==> config.mk <==
export PLATFORM = sky130hd
export DESIGN_NAME = data_operand_address_gen
export DESIGN_NICKNAME = d
export VERILOG_FILES = /design/src/verilog/operand_addr_pkg.sv /design/src/verilog/pointer_update.sv /design/src/verilog/data_operand_address_gen.sv
export VERILOG_INCLUDE_DIRS = /design/src /design/src/verilog
export SDC_FILE = /design/constraint.sdc
export NUM_CORES = 1
export LEC_CHECK = 0
export ABC_AREA = 1
export CELL_PAD_IN_SITES_DETAIL_PLACEMENT = 1
export CELL_PAD_IN_SITES_GLOBAL_PLACEMENT = 2
export CORE_UTILIZATION = 38
export CTS_BUF_LIST = sky130_fd_sc_hd__clkbuf_8
export DETAILED_ROUTE_END_ITERATION = 12
export DONT_BUFFER_PORTS = 1
export PLACE_DENSITY_LB_ADDON = 0.1
export REMOVE_ABC_BUFFERS = 1
export SYNTH_ARGS = -nofsm -noshare
export SYNTH_HDL_FRONTEND = slang
export SYNTH_SLANG_ARGS = --single-unit
==> constraint.sdc <==
create_clock -name CLK_IN -period 4.1 [get_ports CLK_IN]
set_input_delay 0.41 -clock CLK_IN [delete_from_list [all_inputs] [get_ports CLK_IN]]
set_output_delay 0.41 -clock CLK_IN [all_outputs]
set_load 0.01 [all_outputs]
==> src/verilog/operand_addr_defs.svh <==
// Constants for the data operand address generator.
// Contract
// - Direct operand file address is the instruction word's low byte.
// - Access-select one: bank select value joins literal into 14-bit address.
// - Access-select zero: literal selects shared access bank, bank select ignored.
// - Long-address instructions use their 14-bit address directly, bank ignored.
// - Destination-select one: result written back into the source file register.
// - Destination-select zero: result goes to working register, file unchanged.
// - Without destination field, opcode's implied destination is used.
// - Three pointer pairs of two bytes hold 14 bits; top high bits unused.
// - Three storage-less indirect operands access memory at their pointer pair.
// - Indirect variants post-increment, post-decrement or offset the pointer pair.
// - Indirect target comes only from the pointer; bank and access bit ignored.
// - Pointer bytes are mapped special registers reachable by direct instructions.
`ifndef OPERAND_ADDR_DEFS_SVH
`define OPERAND_ADDR_DEFS_SVH

// ==========================================================================
// Data memory map
`define ADDR_WIDTH          14
`define BANK_WIDTH          6
`define ACCESS_SPLIT        8'h60
`define ACCESS_LOW_BANK     6'h00
`define ACCESS_SFR_BANK     6'h3F
`define SFR_BANK_SELECT     14'h3FDC
`define SFR_PTR_BASE        14'h3FD0
`define SFR_PTR_STRIDE      14'h0004
`define SFR_PTR_LOW_OFS     14'h0000
`define SFR_PTR_HIGH_OFS    14'h0001
`define SFR_INDIRECT_OFS    14'h0002
`define POINTER_COUNT       3

// ==========================================================================
// Register bus map
`define REG_BANK_SELECT     8'h00
`define REG_POINTER_ZERO    8'h04
`define REG_POINTER_ONE     8'h08
`define REG_POINTER_TWO     8'h0C
`define REG_LAST_ACCESS     8'h10
`define LAST_INDIRECT_BIT   16
`define LAST_FILE_BIT       17
`define LAST_WORK_BIT       18
`define RESP_OKAY           2'h0
`define RESP_SLVERR         2'h2

`endif

==> src/verilog/operand_addr_pkg.sv <==
// Types shared by the data operand address generator.
package operand_addr_pkg;

    // ======================================================================
    // Operand addressing kinds
    typedef enum logic [2:0] {
        OP_DIRECT   = 3'b001,
        OP_LONG     = 3'b010,
        OP_INDIRECT = 3'b100
    } op_kind_t;

    // ======================================================================
    // Indirect pointer handling modes
    typedef enum logic [4:0] {
        IND_PLAIN   = 5'b00001,
        IND_POSTINC = 5'b00010,
        IND_POSTDEC = 5'b00100,
        IND_PREINC  = 5'b01000,
        IND_OFFSET  = 5'b10000
    } ind_mode_t;

endpackage : operand_addr_pkg

==> src/verilog/pointer_update.sv <==
// Effective address and next pointer value for one indirect access.
`timescale 1ns/1ps
`include "operand_addr_defs.svh"
module pointer_update (
    input  wire logic [13:0]                  ptr_in,
    input  wire operand_addr_pkg::ind_mode_t  mode_in,
    input  wire logic [7:0]                   offset_in,
    output logic      [13:0]                  eff_addr_out,
    output logic      [13:0]                  next_ptr_out,
    output logic                              update_out
);

    // Adds a signed step to a pointer, wrapping over the linear space.
    function automatic logic [13:0] step14(input logic [13:0] a, input logic [13:0] b);
        logic [14:0] sum;
        sum = {1'b0, a} + {1'b0, b};
        return sum[13:0];
    endfunction : step14

    // ======================================================================
    // Mode decode
    always_comb
    begin
        eff_addr_out = ptr_in;
        next_ptr_out = ptr_in;
        update_out   = 1'b0;
        case (mode_in)
            operand_addr_pkg::IND_PLAIN:
            begin
                update_out = 1'b0;
            end
            operand_addr_pkg::IND_POSTINC:
            begin
                next_ptr_out = step14(ptr_in, 14'h0001);
                update_out   = 1'b1;
            end
            operand_addr_pkg::IND_POSTDEC:
            begin
                next_ptr_out = step14(ptr_in, 14'h3FFF);
                update_out   = 1'b1;
            end
            operand_addr_pkg::IND_PREINC:
            begin
                eff_addr_out = step14(ptr_in, 14'h0001);
                next_ptr_out = eff_addr_out;
                update_out   = 1'b1;
            end
            operand_addr_pkg::IND_OFFSET:
            begin
                eff_addr_out = step14(ptr_in, {6'h00, offset_in});
            end
            default:
            begin
                update_out = 1'b0;
            end
        endcase
    end

endmodule : pointer_update

==> src/verilog/data_operand_address_gen.sv <==
// Operand address generator with pointer pairs and a register bus slave.
//
// The AXI4-Lite slave port and the register offsets are this design's own decisions.
`timescale 1ns/1ps
`include "operand_addr_defs.svh"
module data_operand_address_gen (
    input  wire logic                             CLK_IN,
    input  wire logic                             RESET_IN,
    input  wire logic                             OP_VALID_IN,
    input  wire operand_addr_pkg::op_kind_t       OP_KIND_IN,
    input  wire logic [15:0]                      INSTR_WORD_IN,
    input  wire logic                             ACCESS_SEL_IN,
    input  wire logic                             HAS_DEST_IN,
    input  wire logic                             DEST_SEL_IN,
    input  wire logic                             IMPLIED_FILE_IN,
    input  wire logic [13:0]                      LONG_ADDR_IN,
    input  wire logic [1:0]                       IND_SEL_IN,
    input  wire operand_addr_pkg::ind_mode_t      IND_MODE_IN,
    input  wire logic [7:0]                       IND_OFFSET_IN,
    input  wire logic                             SFR_WR_IN,
    input  wire logic [13:0]                      SFR_WR_ADDR_IN,
    input  wire logic [7:0]                       SFR_WR_DATA_IN,
    input  wire logic [13:0]                      SFR_RD_ADDR_IN,
    output logic      [7:0]                       SFR_RD_DATA_OUT,
    output logic                                  ADDR_VALID_OUT,
    output logic      [13:0]                      ADDR_OUT,
    output logic                                  INDIRECT_OUT,
    output logic                                  WRITE_FILE_OUT,
    output logic                                  WRITE_WORK_OUT,
    input  wire logic [7:0]                       AXI_AWADDR_IN,
    input  wire logic                             AXI_AWVALID_IN,
    output logic                                  AXI_AWREADY_OUT,
    input  wire logic [31:0]                      AXI_WDATA_IN,
    input  wire logic [3:0]                       AXI_WSTRB_IN,
    input  wire logic                             AXI_WVALID_IN,
    output logic                                  AXI_WREADY_OUT,
    output logic      [1:0]                       AXI_BRESP_OUT,
    output logic                                  AXI_BVALID_OUT,
    input  wire logic                             AXI_BREADY_IN,
    input  wire logic [7:0]                       AXI_ARADDR_IN,
    input  wire logic                             AXI_ARVALID_IN,
    output logic                                  AXI_ARREADY_OUT,
    output logic      [31:0]                      AXI_RDATA_OUT,
    output logic      [1:0]                       AXI_RRESP_OUT,
    output logic                                  AXI_RVALID_OUT,
    input  wire logic                             AXI_RREADY_IN
);

    // ======================================================================
    // Storage
    logic [5:0]                  bank_select_reg;
    logic [13:0]                 pointer_pair [0:2];
    logic [7:0]                  literal;
    logic [13:0]                 direct_addr;
    logic [13:0]                 base_addr;
    logic                        sel_ind;
    logic [1:0]                  ind_idx;
    logic [2:0]                  hit;
    operand_addr_pkg::ind_mode_t ind_mode;
    logic [13:0]                 eff_addr;
    logic [13:0]                 next_ptr;
    logic                        ptr_update;
    logic                        op_fire;
    logic                        aw_got;
    logic                        w_got;
    logic [7:0]                  aw_addr;
    logic [31:0]                 w_data;
    logic [3:0]                  w_strb;
    logic                        axi_wr;
    logic [31:0]                 next_rdata;
    logic                        next_rerr;

    // Recognises the three indirect operand addresses: {hit, index}.
    function automatic logic [2:0] ind_hit(input logic [13:0] addr);
        logic [2:0] res;
        res = 3'h0;
        for (int n = 0; n < `POINTER_COUNT; n++)
        begin
            if (addr == `SFR_PTR_BASE + 14'(n) * `SFR_PTR_STRIDE + `SFR_INDIRECT_OFS)
            begin
                res = {1'b1, 2'(n)};
            end
        end
        return res;
    endfunction : ind_hit

    // Address of one byte of pointer pair n.
    function automatic logic [13:0] ptr_sfr(input int n, input logic [13:0] ofs);
        return `SFR_PTR_BASE + 14'(n) * `SFR_PTR_STRIDE + ofs;
    endfunction : ptr_sfr

    // ======================================================================
    // Operand address resolution
    always_comb
    begin
        literal = INSTR_WORD_IN[7:0];
        if (ACCESS_SEL_IN)
        begin
            direct_addr = {bank_select_reg, literal};
        end
        else if (literal < `ACCESS_SPLIT)
        begin
            direct_addr = {`ACCESS_LOW_BANK, literal};
        end
        else
        begin
            direct_addr = {`ACCESS_SFR_BANK, literal};
        end
        sel_ind   = 1'b0;
        ind_idx   = 2'h0;
        ind_mode  = operand_addr_pkg::IND_PLAIN;
        base_addr = direct_addr;
        hit       = 3'h0;
        case (OP_KIND_IN)
            operand_addr_pkg::OP_DIRECT:
            begin
                hit = ind_hit(direct_addr);
            end
            operand_addr_pkg::OP_LONG:
            begin
                base_addr = LONG_ADDR_IN;
                hit       = ind_hit(LONG_ADDR_IN);
            end
            operand_addr_pkg::OP_INDIRECT:
            begin
                sel_ind  = 1'b1;
                ind_idx  = IND_SEL_IN;
                ind_mode = IND_MODE_IN;
            end
            default:
            begin
                hit = 3'h0;
            end
        endcase
        if (hit[2])
        begin
            sel_ind = 1'b1;
            ind_idx = hit[1:0];
        end
    end

    pointer_update u_pointer_update (
        .ptr_in       (pointer_pair[(ind_idx == 2'h3) ? 2'h2 : ind_idx]),
        .mode_in      (ind_mode),
        .offset_in    (IND_OFFSET_IN),
        .eff_addr_out (eff_addr),
        .next_ptr_out (next_ptr),
        .update_out   (ptr_update)
    );

    // An indirect request naming a fourth pointer is dropped.
    assign op_fire = OP_VALID_IN && !(sel_ind && ind_idx == 2'h3);

    // ======================================================================
    // Operand outputs
    always_ff @(posedge CLK_IN)
    begin
        if (RESET_IN)
        begin
            ADDR_VALID_OUT <= 1'b0;
            ADDR_OUT       <= 14'h0000;
            INDIRECT_OUT   <= 1'b0;
            WRITE_FILE_OUT <= 1'b0;
            WRITE_WORK_OUT <= 1'b0;
        end
        else
        begin
            ADDR_VALID_OUT <= op_fire;
            if (op_fire)
            begin
                ADDR_OUT     <= sel_ind ? eff_addr : base_addr;
                INDIRECT_OUT <= sel_ind;
                if (HAS_DEST_IN)
                begin
                    WRITE_FILE_OUT <= DEST_SEL_IN;
                    WRITE_WORK_OUT <= !DEST_SEL_IN;
                end
                else
                begin
                    WRITE_FILE_OUT <= IMPLIED_FILE_IN;
                    WRITE_WORK_OUT <= !IMPLIED_FILE_IN;
                end
            end
        end
    end

    // ======================================================================
    // Pointer pairs and bank select
    always_ff @(posedge CLK_IN)
    begin
        if (RESET_IN)
        begin
            bank_select_reg <= 6'h00;
            for (int n = 0; n < `POINTER_COUNT; n++)
            begin
                pointer_pair[n] <= 14'h0000;
            end
        end
        else
        begin
            if (op_fire && sel_ind && ptr_update)
            begin
                pointer_pair[ind_idx] <= next_ptr;
            end
            if (SFR_WR_IN && SFR_WR_ADDR_IN == `SFR_BANK_SELECT)
            begin
                bank_select_reg <= SFR_WR_DATA_IN[5:0];
            end
            for (int n = 0; n < `POINTER_COUNT; n++)
            begin
                if (SFR_WR_IN && SFR_WR_ADDR_IN == ptr_sfr(n, `SFR_PTR_LOW_OFS))
                begin
                    pointer_pair[n][7:0] <= SFR_WR_DATA_IN;
                end
                if (SFR_WR_IN && SFR_WR_ADDR_IN == ptr_sfr(n, `SFR_PTR_HIGH_OFS))
                begin
                    pointer_pair[n][13:8] <= SFR_WR_DATA_IN[5:0];
                end
            end
            if (axi_wr && aw_addr == `REG_BANK_SELECT && w_strb[0])
            begin
                bank_select_reg <= w_data[5:0];
            end
            for (int n = 0; n < `POINTER_COUNT; n++)
            begin
                if (axi_wr && aw_addr == `REG_POINTER_ZERO + 8'(n * 4))
                begin
                    if (w_strb[0])
                    begin
                        pointer_pair[n][7:0] <= w_data[7:0];
                    end
                    if (w_strb[1])
                    begin
                        pointer_pair[n][13:8] <= w_data[13:8];
                    end
                end
            end
        end
    end

    // ======================================================================
    // Special register read port
    always_ff @(posedge CLK_IN)
    begin
        if (RESET_IN)
        begin
            SFR_RD_DATA_OUT <= 8'h00;
        end
        else
        begin
            SFR_RD_DATA_OUT <= 8'h00;
            if (SFR_RD_ADDR_IN == `SFR_BANK_SELECT)
            begin
                SFR_RD_DATA_OUT <= {2'h0, bank_select_reg};
            end
            for (int n = 0; n < `POINTER_COUNT; n++)
            begin
                if (SFR_RD_ADDR_IN == ptr_sfr(n, `SFR_PTR_LOW_OFS))
                begin
                    SFR_RD_DATA_OUT <= pointer_pair[n][7:0];
                end
                if (SFR_RD_ADDR_IN == ptr_sfr(n, `SFR_PTR_HIGH_OFS))
                begin
                    SFR_RD_DATA_OUT <= {2'h0, pointer_pair[n][13:8]};
                end
            end
        end
    end

    // ======================================================================
    // Register bus write channel
    assign AXI_AWREADY_OUT = !aw_got && !AXI_BVALID_OUT;
    assign AXI_WREADY_OUT  = !w_got && !AXI_BVALID_OUT;
    assign axi_wr          = aw_got && w_got && !AXI_BVALID_OUT;

    always_ff @(posedge CLK_IN)
    begin
        if (RESET_IN)
        begin
            aw_got         <= 1'b0;
            w_got          <= 1'b0;
            aw_addr        <= 8'h00;
            w_data         <= 32'h0000_0000;
            w_strb         <= 4'h0;
            AXI_BVALID_OUT <= 1'b0;
            AXI_BRESP_OUT  <= `RESP_OKAY;
        end
        else
        begin
            if (AXI_AWVALID_IN && AXI_AWREADY_OUT)
            begin
                aw_got  <= 1'b1;
                aw_addr <= AXI_AWADDR_IN;
            end
            if (AXI_WVALID_IN && AXI_WREADY_OUT)
            begin
                w_got  <= 1'b1;
                w_data <= AXI_WDATA_IN;
                w_strb <= AXI_WSTRB_IN;
            end
            if (axi_wr)
            begin
                aw_got         <= 1'b0;
                w_got          <= 1'b0;
                AXI_BVALID_OUT <= 1'b1;
                AXI_BRESP_OUT  <= (aw_addr <= `REG_POINTER_TWO && aw_addr[1:0] == 2'h0)
                                  ? `RESP_OKAY : `RESP_SLVERR;
            end
            else if (AXI_BVALID_OUT && AXI_BREADY_IN)
            begin
                AXI_BVALID_OUT <= 1'b0;
            end
        end
    end

    // ======================================================================
    // Register bus read channel
    assign AXI_ARREADY_OUT = !AXI_RVALID_OUT;

    always_comb
    begin
        next_rerr  = 1'b0;
        next_rdata = 32'h0000_0000;
        case (AXI_ARADDR_IN)
            `REG_BANK_SELECT:  next_rdata = {26'h000_0000, bank_select_reg};
            `REG_POINTER_ZERO: next_rdata = {18'h0_0000, pointer_pair[0]};
            `REG_POINTER_ONE:  next_rdata = {18'h0_0000, pointer_pair[1]};
            `REG_POINTER_TWO:  next_rdata = {18'h0_0000, pointer_pair[2]};
            `REG_LAST_ACCESS:  next_rdata = {13'h0000, WRITE_WORK_OUT, WRITE_FILE_OUT,
                                             INDIRECT_OUT, 2'h0, ADDR_OUT};
            default:           next_rerr  = 1'b1;
        endcase
    end

    always_ff @(posedge CLK_IN)
    begin
        if (RESET_IN)
        begin
            AXI_RVALID_OUT <= 1'b0;
            AXI_RDATA_OUT  <= 32'h0000_0000;
            AXI_RRESP_OUT  <= `RESP_OKAY;
        end
        else if (AXI_ARVALID_IN && AXI_ARREADY_OUT)
        begin
            AXI_RVALID_OUT <= 1'b1;
            AXI_RDATA_OUT  <= next_rdata;
            AXI_RRESP_OUT  <= next_rerr ? `RESP_SLVERR : `RESP_OKAY;
        end
        else if (AXI_RREADY_IN)
        begin
            AXI_RVALID_OUT <= 1'b0;
        end
    end
endmodule : data_operand_address_gen

==> summary.txt, run 1 <==
Global routing
  • Global-route wire length before repair: 51.83 mm
  • Number of global-route vias before repair: 9,062
  • Initial antenna violation count: 0
  • Pin count of the biggest net entering global routing: 53
  • All-Layer GR Usage: 28.52%
  • Gr ovfl total: 0

Layout
  • Largest register FFs: 42
  • Most used cells in the layout excluding fill and tap cells: 378 x sky130_fd_sc_hd__nand2_1, 130 x sky130_fd_sc_hd__inv_1, 115 x sky130_fd_sc_hd__nor2_1, 105 x sky130_fd_sc_hd__nand3_1, 89 x sky130_fd_sc_hd__a21oi_1
  • Layout cell share with drive strength beyond 1: 10.53%
  • Largest reg by FF count: pointer_pair
  • Total inserted antenna cells: 0
  • Biggest registers after layout: pointer_pair: 42 flops, AXI_RDATA_OUT: 17 flops
  • P&R area growth vs syn: 9.211%
  • Final Net Count: 1,515
  • Most common cell after layout, fill and taps aside: sky130_fd_sc_hd__nand2_1

Detailed routing
  • Total wire length after detailed routing: 33.97 mm
  • Routed wire length per instance: 20.21 microns
  • 1st-pass router iterations: 5
  • Vias after detailed routing: 9,313
  • Routed via count divided by cell count: 5.540
  • Remaining design rule violation count: 0
  • Number of DRC violations after detailed-routing iteration 0: 470
  • Remaining antenna violation count: 0

Synthesis
  • Share of the yosys chip area belonging to registers: 31.95%
  • Dominant cell type by area after synthesis: sky130_fd_sc_hd__dfxtp_1
  • Mapped Area: 8897 sq um
  • Number of cells produced by synthesis: 1,335
  • Number of synthesized register bits: 121
  • EDFF count, synth: 42
  • Most area-consuming cells after synthesis: sky130_fd_sc_hd__dfxtp_1 18%, sky130_fd_sc_hd__nand2_1 16%, sky130_fd_sc_hd__edfxtp_1 14%
  • Average size of a mapped cell: 6.665 sq um
  • Count of cell types in the netlist: 61
  • Area share of the leading cell type in the synthesized netlist: 17.78%
  • Async SR Flop Fraction: 0%
  • Total number of yosys warnings: 0
  • Most instantiated flip-flop cell in the synthesis netlist: sky130_fd_sc_hd__dfxtp_1

Min path
  • Cell count of the worst hold path: 1
  • Worst hold path class: input pin to flop

Floorplan
  • Core Rows: 55
  • Effective utilization at floorplan: 39.06%
  • Die Span X: 155.0 microns
  • Floorplan die height: 155.0 microns
  • Placeable core area: 22,780 sq um
  • Num ports: 216
  • Die area: 24,030 sq um

STA
  • Post-route clock period utilization: 90.05%
  • Setup repair after global routing missed its margin: false
  • Worst-case hold slack: 0.02677 ns
  • Final total negative setup slack: 0 ns
  • Count of final hold-check violations: 0
  • Final critical delay including setup and external delays: 3.692 ns
  • Final Max Slew Viols: 0
  • Setup violators final: 0
  • Maximum clock frequency: 270.8 MHz
  • Fin Clk Skew: 0.01736 ns
  • Max transition margin: 28.99%
  • Transition time at the pin with the least slew margin: 1.060 ns

Critical path
  • Required time of the critical path: 4.50 ns
  • CP endpoint: ADDR_OUT[10]
  • WP data arrival: 4.09 ns
  • Launch instance of the worst register-to-register path: bank_select_reg[2]
  • Kind of end point of the critical path: flop
  • Reg-to-reg setup timing slack: 0.41 ns
  • Crit. Startpoint: bank_select_reg[2]
  • Type of the setup path with the least slack: flop to flop
  • Critical Path Source Type: flop
  • Critical path fanouts, max: 11
  • Worst-case reg-to-reg path depth: 23
  • Endpoint of the lowest-slack register-to-register path: ADDR_OUT[10]

Placed design
  • HPWL Detailed: 27.37 mm
  • Buffers on Ports: 0
  • GP Congestion: 0.9175

Pwr
  • Cell leakage power: 4.057 nW
  • Highest ir drop seen on vdd: 171.1 uV
  • Power density cells: 289.6 nW/um^2

Clock network
  • CTS Buf Count: 17
  • # clock sinks: 121
  • CTS clk-pin slew, worst paths: 0.08 ns
  • Maximum buffer depth of the clock tree: 2
  • Cell chosen for the clock root: sky130_fd_sc_hd__clkbuf_8
  • Clock tree from TritonCTS: done
  • Clock latency at the later pin of the worst-skew pair: 0.47 ns
  • Count of buffers added by post-CTS timing repair for setup: 0
  • Level count of the clock H-tree: 4

Flow run
  • # Max-Cap Violations: 0

Outcome
  • Status: finished, final reports clean
[power breakdown]
part	switching, W	internal, W
registers	0.0000731	0.00130
clock network	0.000564	0.000445
logic	0.000303	0.000128
total	0.000941	0.00187
[per-stage QoR]
step / util (%) / instances / total power [W] / worst slack, ns / instance area, sq um
after floorplan: - / 1297 / 0.001666 / 0.8869 / 8662
after global placement: 40.87 / 1644 / 0.001809 / 0.5154 / 9309
after detailed placement: 40.87 / 1644 / 0.001819 / 0.4325 / 9309
after CTS: 42.66 / 1681 / 0.002828 / 0.3924 / 9717
after global routing: 42.66 / 1681 / 0.002942 / 0.1203 / 9717
final: 42.66 / 1681 / 0.002814 / 0.4079 / 9717
[worst min path at each step]
| stage | end | start |
|---|---|---|
| after global routing | SFR_RD_DATA_OUT[2] | RESET_IN |
| after CTS | SFR_RD_DATA_OUT[2] | RESET_IN |
| after detailed placement | aw_addr[2] | aw_addr[2] |
| after global placement | aw_addr[2] | aw_addr[2] |
| final | SFR_RD_DATA_OUT[2] | RESET_IN |
| after floorplan | aw_got | aw_got |
[worst max-delay path: stages (launching register included)]
cell and delay [ns]:
sky130_fd_sc_hd__dfxtp_1 0.37, sky130_fd_sc_hd__inv_1 0.17, sky130_fd_sc_hd__nand2_1 0.11, sky130_fd_sc_hd__nand3_1 0.11, sky130_fd_sc_hd__nor2_2 0.06, sky130_fd_sc_hd__nand4_2 0.08, sky130_fd_sc_hd__nand3_4 0.20, sky130_fd_sc_hd__nor2_4 0.35
sky130_fd_sc_hd__inv_2 0.10, sky130_fd_sc_hd__o21ai_4 0.32, sky130_fd_sc_hd__ha_1 0.28, sky130_fd_sc_hd__ha_1 0.16, sky130_fd_sc_hd__inv_1 0.04, sky130_fd_sc_hd__nand2_1 0.14, sky130_fd_sc_hd__nand2_1 0.13, sky130_fd_sc_hd__o21ai_2 0.21
sky130_fd_sc_hd__nand2_1 0.10, sky130_fd_sc_hd__nand2_1 0.09, sky130_fd_sc_hd__nand2_1 0.07, sky130_fd_sc_hd__nand2_1 0.07, sky130_fd_sc_hd__nand2_1 0.06, sky130_fd_sc_hd__nand2_1 0.15, sky130_fd_sc_hd__nand2_1 0.10, sky130_fd_sc_hd__a21oi_1 0.13
[kinds of logic (layout without fill, tap and decap cells)]
family / count (synthesis) / after routing / share of synthesized area (%)
xor+xnor: 6 / 6 / 0.5906
other cells: 1 / 17 / 0.04215
fa+ha+maj: 11 / 11 / 1.547
compound gates: 289 / 289 / 19.66
flops: 121 / 121 / 31.95
simple gates: 709 / 709 / 36.73
mux: 1 / 1 / 0.1125
buf+inv: 197 / 214 / 9.366
[Yosys cell counts, drive strengths merged (21+ instances only)]
library cell / instances
a21oi: 92
buf: 24
clkbuf: 30
dfxtp: 79
edfxtp: 42
inv: 140
nand2: 396
nand3: 119
nand4: 22
nor2: 135
nor3: 21
o211ai: 55
o21ai: 98
[what timing repair did]
| action | 4_1_cts | 5_1_grt |
|---|---|---|
| endpoints found under the hold margin | 3 | 0 |
| hold buffers | 5 | 0 |
| resized for setup | 0 | 0 |
[metal layers]
layer  wire (microns)  part of all wire (%)  track usage [%]
met1            15360                    45            36.71
met3             2371                   7.0            6.602
met4              630                   1.9            8.392
met2            15600                    46            47.40
met5                0                     0                0
[cell type report]
class	count	area (sq um)
clock inverter	14	110.1
inverter	143	538.0
timing repair buffer	39	305.3
multi-input combinational	1033	5281
sequential	121	2843
clock buffer	18	247.7
tap	313	391.6
fill	2962	13060
No activity file was read; power rests on OpenSTA's default activity.
==> inputs of run 2 (changes only) <==
--- a/config.mk
+++ b/config.mk
@@ -7,7 +7,7 @@
 export NUM_CORES = 1
 export LEC_CHECK = 0
 export ABC_AREA = 1
-export CELL_PAD_IN_SITES_DETAIL_PLACEMENT = 1
+export CELL_PAD_IN_SITES_DETAIL_PLACEMENT = 0
 export CELL_PAD_IN_SITES_GLOBAL_PLACEMENT = 2
 export CORE_UTILIZATION = 38
 export CTS_BUF_LIST = sky130_fd_sc_hd__clkbuf_8
==> summary.txt, run 2 (synthesized netlist as in run 1, its figures left out) <==
Outcome
  • Status: finished, final reports clean

Layout
  • Largest register FFs: 42 (unchanged)
  • Most used cells in the layout excluding fill and tap cells: 378 x sky130_fd_sc_hd__nand2_1, 130 x sky130_fd_sc_hd__inv_1, 115 x sky130_fd_sc_hd__nor2_1, 105 x sky130_fd_sc_hd__nand3_1, 89 x sky130_fd_sc_hd__a21oi_1
  • Largest reg by FF count: pointer_pair
  • Most common cell after layout, fill and taps aside: sky130_fd_sc_hd__nand2_1
  • Total inserted antenna cells: 0 (unchanged)
  • Biggest registers after layout: pointer_pair: 42 flops, AXI_RDATA_OUT: 17 flops
  • Layout cell share with drive strength beyond 1: 10.56% (+0.031 points)
  • Final Net Count: 1,511 (-0.26%)
  • P&R area growth vs syn: 9.070%

Critical path
  • Kind of end point of the critical path: flop
  • Type of the setup path with the least slack: flop to flop
  • Endpoint of the lowest-slack register-to-register path: ADDR_OUT[11]
  • Critical path fanouts, max: 16 (+5)
  • WP data arrival: 4.01 ns (-0.08 ns)
  • Worst-case reg-to-reg path depth: 22 (-4.3%)
  • Required time of the critical path: 4.46 ns (-0.04 ns)
  • Reg-to-reg setup timing slack: 0.45 ns (+0.05 ns)
  • Critical Path Source Type: flop
  • Launch instance of the worst register-to-register path: bank_select_reg[2]

Clock network
  • Clock latency at the later pin of the worst-skew pair: 0.46 ns (about the same)
  • Clock tree from TritonCTS: done
  • Level count of the clock H-tree: 4 (unchanged)
  • Count of buffers added by post-CTS timing repair for setup: 0 (unchanged)
  • Maximum buffer depth of the clock tree: 2 (unchanged)
  • CTS clk-pin slew, worst paths: 0.09 ns (about the same)
  • # clock sinks: 121 (unchanged)
  • Cell chosen for the clock root: sky130_fd_sc_hd__clkbuf_8
  • CTS Buf Count: 17 (unchanged)

Global routing
  • Gr ovfl total: 0 (unchanged)
  • Number of global-route vias before repair: 8,361 (-7.7%)
  • Pin count of the biggest net entering global routing: 53 (unchanged)
  • All-Layer GR Usage: 26.62% (-1.9 points)
  • Global-route wire length before repair: 48.16 mm (-7.1%)
  • Initial antenna violation count: 0 (unchanged)

STA
  • Max transition margin: 31.88% (+2.9 points)
  • Fin Clk Skew: 0.01637 ns (-0.0009913 ns)
  • Maximum clock frequency: 274.2 MHz (+1.2%)
  • Transition time at the pin with the least slew margin: 1.017 ns (-0.04324 ns)
  • Final Max Slew Viols: 0 (unchanged)
  • Count of final hold-check violations: 0 (unchanged)
  • Setup violators final: 0 (unchanged)
  • Post-route clock period utilization: 88.94% (-1.1 points)
  • Final total negative setup slack: 0 ns (unchanged)
  • Setup repair after global routing missed its margin: false
  • Final critical delay including setup and external delays: 3.647 ns (-0.04548 ns)

Floorplan
  • Die area: 24,030 sq um (unchanged)
  • Die Span X: 155.0 microns (unchanged)
  • Placeable core area: 22,780 sq um (unchanged)
  • Floorplan die height: 155.0 microns (unchanged)
  • Core Rows: 55 (unchanged)
  • Num ports: 216 (unchanged)
  • Effective utilization at floorplan: 39.06% (unchanged)

Pwr
  • Cell leakage power: 4.042 nW (-0.37%)
  • Highest ir drop seen on vdd: 194.2 uV (+14%)
  • Power density cells: 294.3 nW/um^2 (+1.6%)
  • Total power: 0.002856 W (+1.5%)

Detailed routing
  • Remaining design rule violation count: 0 (unchanged)
  • 1st-pass router iterations: 8 (+3)
  • Routed via count divided by cell count: 5.354 (-3.4%)
  • Number of DRC violations after detailed-routing iteration 0: 691 (+47%)
  • Remaining antenna violation count: 0 (unchanged)
  • Vias after detailed routing: 8,979 (-3.6%)
  • Routed wire length per instance: 18.93 microns (-6.3%)
  • Total wire length after detailed routing: 31.75 mm (-6.5%)

Min path
  • Hold Path Origin: RESET_IN
  • Worst hold path class: input pin to flop
  • Cell count of the worst hold path: 1 (unchanged)
  • Worst Hold Endpoint: ADDR_OUT[12]

Placed design
  • GP Congestion: 0.9175 (unchanged)
  • HPWL Detailed: 25.90 mm (-5.3%)
  • Buffers on Ports: 0 (unchanged)

Flow run
  • # Max-Cap Violations: 0 (unchanged)
## run 2: what timing repair did
action / CTS / global route
hold buffers: 0 / 1
gates resized for setup: 0 / 0
endpoints found under the hold margin: 0 / 1
## run 2: critical path, cell delays in order (launching register included)
cell,delay (ns)
sky130_fd_sc_hd__dfxtp_1,0.43
sky130_fd_sc_hd__inv_1,0.15
sky130_fd_sc_hd__nand2_1,0.13
sky130_fd_sc_hd__inv_1,0.05
sky130_fd_sc_hd__nor2_1,0.10
sky130_fd_sc_hd__nand4_1,0.13
sky130_fd_sc_hd__nand3_2,0.17
sky130_fd_sc_hd__inv_2,0.12
sky130_fd_sc_hd__nor2_8,0.32
sky130_fd_sc_hd__nand2_1,0.11
sky130_fd_sc_hd__nand3_2,0.21
sky130_fd_sc_hd__ha_1,0.26
sky130_fd_sc_hd__nand2_1,0.11
sky130_fd_sc_hd__o21ai_0,0.27
sky130_fd_sc_hd__inv_1,0.11
sky130_fd_sc_hd__o21ai_0,0.17
sky130_fd_sc_hd__inv_1,0.07
sky130_fd_sc_hd__nand2_1,0.11
sky130_fd_sc_hd__nand2_1,0.06
sky130_fd_sc_hd__nand3_1,0.07
sky130_fd_sc_hd__nand3_1,0.21
sky130_fd_sc_hd__nand2_1,0.13
sky130_fd_sc_hd__a21oi_1,0.06
## run 2: report_power, final
group	switching (W)	total [W]	internal, W
clock network	0.000568	0.00107	0.000500
registers	0.0000731	0.00137	0.00130
logic	0.000290	0.000415	0.000126
total	0.000931	0.00286	0.00193
## run 2: layer usage
metal	vias to the layer above	track usage, %	wire (microns)
li1	4539	-	-
met2	309	42.39	14090
met4	0	8.487	786
met5	-	0	0
met3	37	6.518	2512
met1	4094	35.31	14370
## run 2: stage by stage
| stage | setup WS, ns | std cells | hold slack [ns] | cell area, sq um | utilization (%) |
|---|---|---|---|---|---|
| floorplan | 0.8869 | 1297 | 0.4441 | 8662 | - |
| global placement | 0.5154 | 1644 | 0.4565 | 9309 | 40.87 |
| detailed placement | 0.5198 | 1644 | 0.4639 | 9309 | 40.87 |
| CTS | 0.5021 | 1676 | 0.001132 | 9694 | 42.56 |
| global route | 0.1800 | 1677 | 0.01009 | 9704 | 42.60 |
| finish | 0.4534 | 1677 | 0.03912 | 9704 | 42.60 |
## run 2: area by class of cell
| cell class | instances | area, sq um |
|---|---|---|
| fillers | 2502 | 13070 |
| multi-input cells | 1033 | 5281 |
| flip-flops and latches | 121 | 2843 |
| inverters | 143 | 538.0 |
| well taps | 313 | 391.6 |
| repair buffers | 35 | 265.3 |
| clock buffers | 17 | 234.0 |
| clock inverters | 15 | 151.4 |
## run 2: worst max path at each step
stage / endpoint / startpoint
after floorplan: pointer_pair[2][4] / OP_KIND_IN[1]
after global placement: ADDR_OUT[11] / INSTR_WORD_IN[7]
after detailed placement: ADDR_OUT[11] / INSTR_WORD_IN[7]
after CTS: ADDR_OUT[11] / bank_select_reg[2]
after global routing: ADDR_OUT[11] / bank_select_reg[2]
final: ADDR_OUT[11] / bank_select_reg[2]
==> inputs of run 3 (changes only) <==
--- a/config.mk
+++ b/config.mk
@@ -9,8 +9,7 @@
 export ABC_AREA = 1
 export CELL_PAD_IN_SITES_DETAIL_PLACEMENT = 0
 export CELL_PAD_IN_SITES_GLOBAL_PLACEMENT = 2
-export CORE_UTILIZATION = 38
-export CTS_BUF_LIST = sky130_fd_sc_hd__clkbuf_8
+export CORE_UTILIZATION = 35
 export DETAILED_ROUTE_END_ITERATION = 12
 export DONT_BUFFER_PORTS = 1
 export PLACE_DENSITY_LB_ADDON = 0.1
==> summary.txt, run 3 (synthesized netlist as in run 1, its figures left out) <==
Flow run
  • # Max-Cap Violations: 0 (unchanged)

Min path
  • Hold Path Origin: RESET_IN
  • Cell count of the worst hold path: 1 (unchanged)
  • Worst Hold Endpoint: ADDR_OUT[4]
  • Worst hold path class: input pin to flop

Critical path
  • Type of the setup path with the least slack: flop to flop
  • Worst-case reg-to-reg path depth: 19 (-14%)
  • Required time of the critical path: 4.42 ns (-0.04 ns)
  • WP data arrival: 3.95 ns (-0.06 ns)
  • Critical Path Source Type: flop
  • Critical path fanouts, max: 16 (unchanged)
  • Reg-to-reg setup timing slack: 0.47 ns (+0.02 ns)
  • Kind of end point of the critical path: flop
  • Endpoint of the lowest-slack register-to-register path: ADDR_OUT[6]
  • Launch instance of the worst register-to-register path: bank_select_reg[0]

Floorplan
  • Die Span X: 161.4 microns (+4.1%)
  • Core Rows: 57 (+3.6%)
  • Die area: 26,060 sq um (+8.5%)
  • Floorplan die height: 161.4 microns (+4.1%)
  • Placeable core area: 24,600 sq um (+8.0%)
  • Effective utilization at floorplan: 36.16% (-2.9 points)
  • Num ports: 216 (unchanged)

Layout
  • Total inserted antenna cells: 0 (unchanged)
  • Largest register FFs: 42 (unchanged)
  • Most used cells in the layout excluding fill and tap cells: 378 x sky130_fd_sc_hd__nand2_1, 130 x sky130_fd_sc_hd__inv_1, 115 x sky130_fd_sc_hd__nor2_1, 105 x sky130_fd_sc_hd__nand3_1, 89 x sky130_fd_sc_hd__a21oi_1
  • Largest reg by FF count: pointer_pair
  • Biggest registers after layout: pointer_pair: 42 flops, AXI_RDATA_OUT: 17 flops
  • P&R area growth vs syn: 11.74%
  • Layout cell share with drive strength beyond 1: 10.83% (+0.27 points)
  • Final Net Count: 1,514 (+0.20%)
  • Most common cell after layout, fill and taps aside: sky130_fd_sc_hd__nand2_1
  • Filler cell count: 2,731 (+9.2%)

Global routing
  • Initial antenna violation count: 0 (unchanged)
  • Global-route wire length before repair: 50.24 mm (+4.3%)
  • Gr ovfl total: 0 (unchanged)
  • Pin count of the biggest net entering global routing: 53 (unchanged)
  • Number of global-route vias before repair: 8,525 (+2.0%)
  • All-Layer GR Usage: 25.57% (-1.0 points)

Pwr
  • Cell leakage power: 4.156 nW (+2.8%)
  • Power density cells: 334.0 nW/um^2 (+13%)
  • Highest ir drop seen on vdd: 196.4 uV (+1.1%)

Clock network
  • CTS Buf Count: 17 (unchanged)
  • Clock latency at the later pin of the worst-skew pair: 0.43 ns (-0.03 ns)
  • Cts-stage hold buffer count: 0 (unchanged)
  • Level count of the clock H-tree: 4 (unchanged)
  • Clock tree from TritonCTS: done
  • Cell chosen for the clock root: sky130_fd_sc_hd__clkbuf_16
  • Count of cells resized by post-cts repair: 0 (unchanged)
  • Count of buffers added by post-CTS timing repair for setup: 0 (unchanged)
  • Maximum buffer depth of the clock tree: 2 (unchanged)
  • CTS clk-pin slew, worst paths: 0.06 ns (-0.03 ns)
  • # clock sinks: 121 (unchanged)

Detailed routing
  • Remaining design rule violation count: 0 (unchanged)
  • Number of DRC violations after detailed-routing iteration 0: 721 (+4.3%)
  • Remaining antenna violation count: 0 (unchanged)
  • Routed via count divided by cell count: 5.382 (+0.52%)
  • 1st-pass router iterations: 5 (-3)
  • Routed wire length per instance: 19.63 microns (+3.7%)
  • Total wire length after detailed routing: 33.20 mm (+4.6%)
  • Vias after detailed routing: 9,101 (+1.4%)

STA
  • Worst path setup slack after routing: 0.4708 ns (+0.01739 ns)
  • Final total negative setup slack: 0 ns (unchanged)
  • Post-route clock period utilization: 88.52% (-0.42 points)
  • Final critical delay including setup and external delays: 3.629 ns (-0.01739 ns)
  • Final Max Slew Viols: 0 (unchanged)
  • Count of final hold-check violations: 0 (unchanged)
  • Maximum clock frequency: 275.5 MHz (+0.48%)
  • Max transition margin: 22.08% (-9.8 points)
  • Setup violators final: 0 (unchanged)
  • Setup repair after global routing missed its margin: false
  • Transition time at the pin with the least slew margin: 1.163 ns (+0.1464 ns)
  • Fin Clk Skew: 0.01100 ns (-0.005377 ns)

Placed design
  • GP Congestion: 0.9468 (+3.2%)
  • HPWL Detailed: 26.88 mm (+3.8%)
  • Buffers on Ports: 0 (unchanged)
  • Worst slack at placement: 0.4920 ns (-0.02786 ns)

Outcome
  • Status: finished, final reports clean
[run 3: cell type report]
| type | instances | area [sq um] | share of cell area [%] |
|---|---|---|---|
| Inverter | 143 | 538.0 | 5.412 |
| Timing Repair Buffer | 38 | 285.3 | 2.869 |
| Multi-Input combinational cell | 1033 | 5281 | 53.12 |
| Clock buffer | 17 | 425.4 | 4.279 |
| Clock inverter | 15 | 163.9 | 1.649 |
| Sequential cell | 121 | 2843 | 28.59 |
| Tap cell | 324 | 405.4 | 4.078 |
[run 3: metrics by stage]
step | cell area (sq um) | hold WS (ns) | total power [W] | util [%] | instances
final | 9942 | 0.04008 | 0.003320 | 40.41 | 1691
after global routing | 9942 | 0.02133 | 0.003460 | 40.41 | 1691
after CTS | 9942 | 0.03151 | 0.003337 | 40.41 | 1691
after detailed placement | 9353 | 0.4642 | 0.001823 | 38.01 | 1659
after global placement | 9353 | 0.4554 | 0.001821 | 38.01 | 1659
after floorplan | 8662 | 0.4441 | 0.001666 | - | 1297
[run 3: metal layers]
metal | vias up | global-route usage [%] | share of wire [%] | wire (microns)
met5 | - | 0 | 0 | 0
met4 | 0 | 5.703 | 1.1 | 368
met3 | 27 | 5.059 | 5.8 | 1939
met2 | 263 | 41.54 | 45 | 15100
met1 | 4262 | 34.83 | 48 | 15790
li1 | 4549 | - | - | -
[run 3: worst max-delay path, stage by stage, from the launching register on]
cell and delay [ns]:
sky130_fd_sc_hd__dfxtp_1 0.42, sky130_fd_sc_hd__inv_1 0.14, sky130_fd_sc_hd__nand2_1 0.13, sky130_fd_sc_hd__nand2_1 0.06
sky130_fd_sc_hd__nor2_1 0.11, sky130_fd_sc_hd__nand4_1 0.14, sky130_fd_sc_hd__nand3_2 0.17, sky130_fd_sc_hd__inv_2 0.13
sky130_fd_sc_hd__nor2_8 0.32, sky130_fd_sc_hd__nand2_1 0.11, sky130_fd_sc_hd__nand3_2 0.23, sky130_fd_sc_hd__ha_1 0.32
sky130_fd_sc_hd__a21oi_1 0.19, sky130_fd_sc_hd__o21a_1 0.17, sky130_fd_sc_hd__nand2_1 0.07, sky130_fd_sc_hd__or2_2 0.27
sky130_fd_sc_hd__nand3_1 0.14, sky130_fd_sc_hd__o211ai_1 0.20, sky130_fd_sc_hd__nand3_1 0.12, sky130_fd_sc_hd__a21oi_1 0.06
[run 3: worst max-delay path by stage]
stage                                  start                  to  slack [ns]  cells past startpoint
after floorplan                OP_KIND_IN[1]  pointer_pair[2][4]        0.89                     17
after global placement    bank_select_reg[2]        ADDR_OUT[11]        0.50                     22
after detailed placement  bank_select_reg[1]        ADDR_OUT[11]        0.49                     21
after CTS                 bank_select_reg[1]        ADDR_OUT[11]        0.48                     21
after global routing      bank_select_reg[2]         ADDR_OUT[9]        0.21                     22
final                     bank_select_reg[0]         ADDR_OUT[6]        0.47                     19
[run 3: where the power goes]
part	internal [W]	switching, W	total (W)
clock network	0.000906	0.000618	0.00152
logic	0.000130	0.000292	0.000422
registers	0.00130	0.0000729	0.00137
total	0.00234	0.000983	0.00332
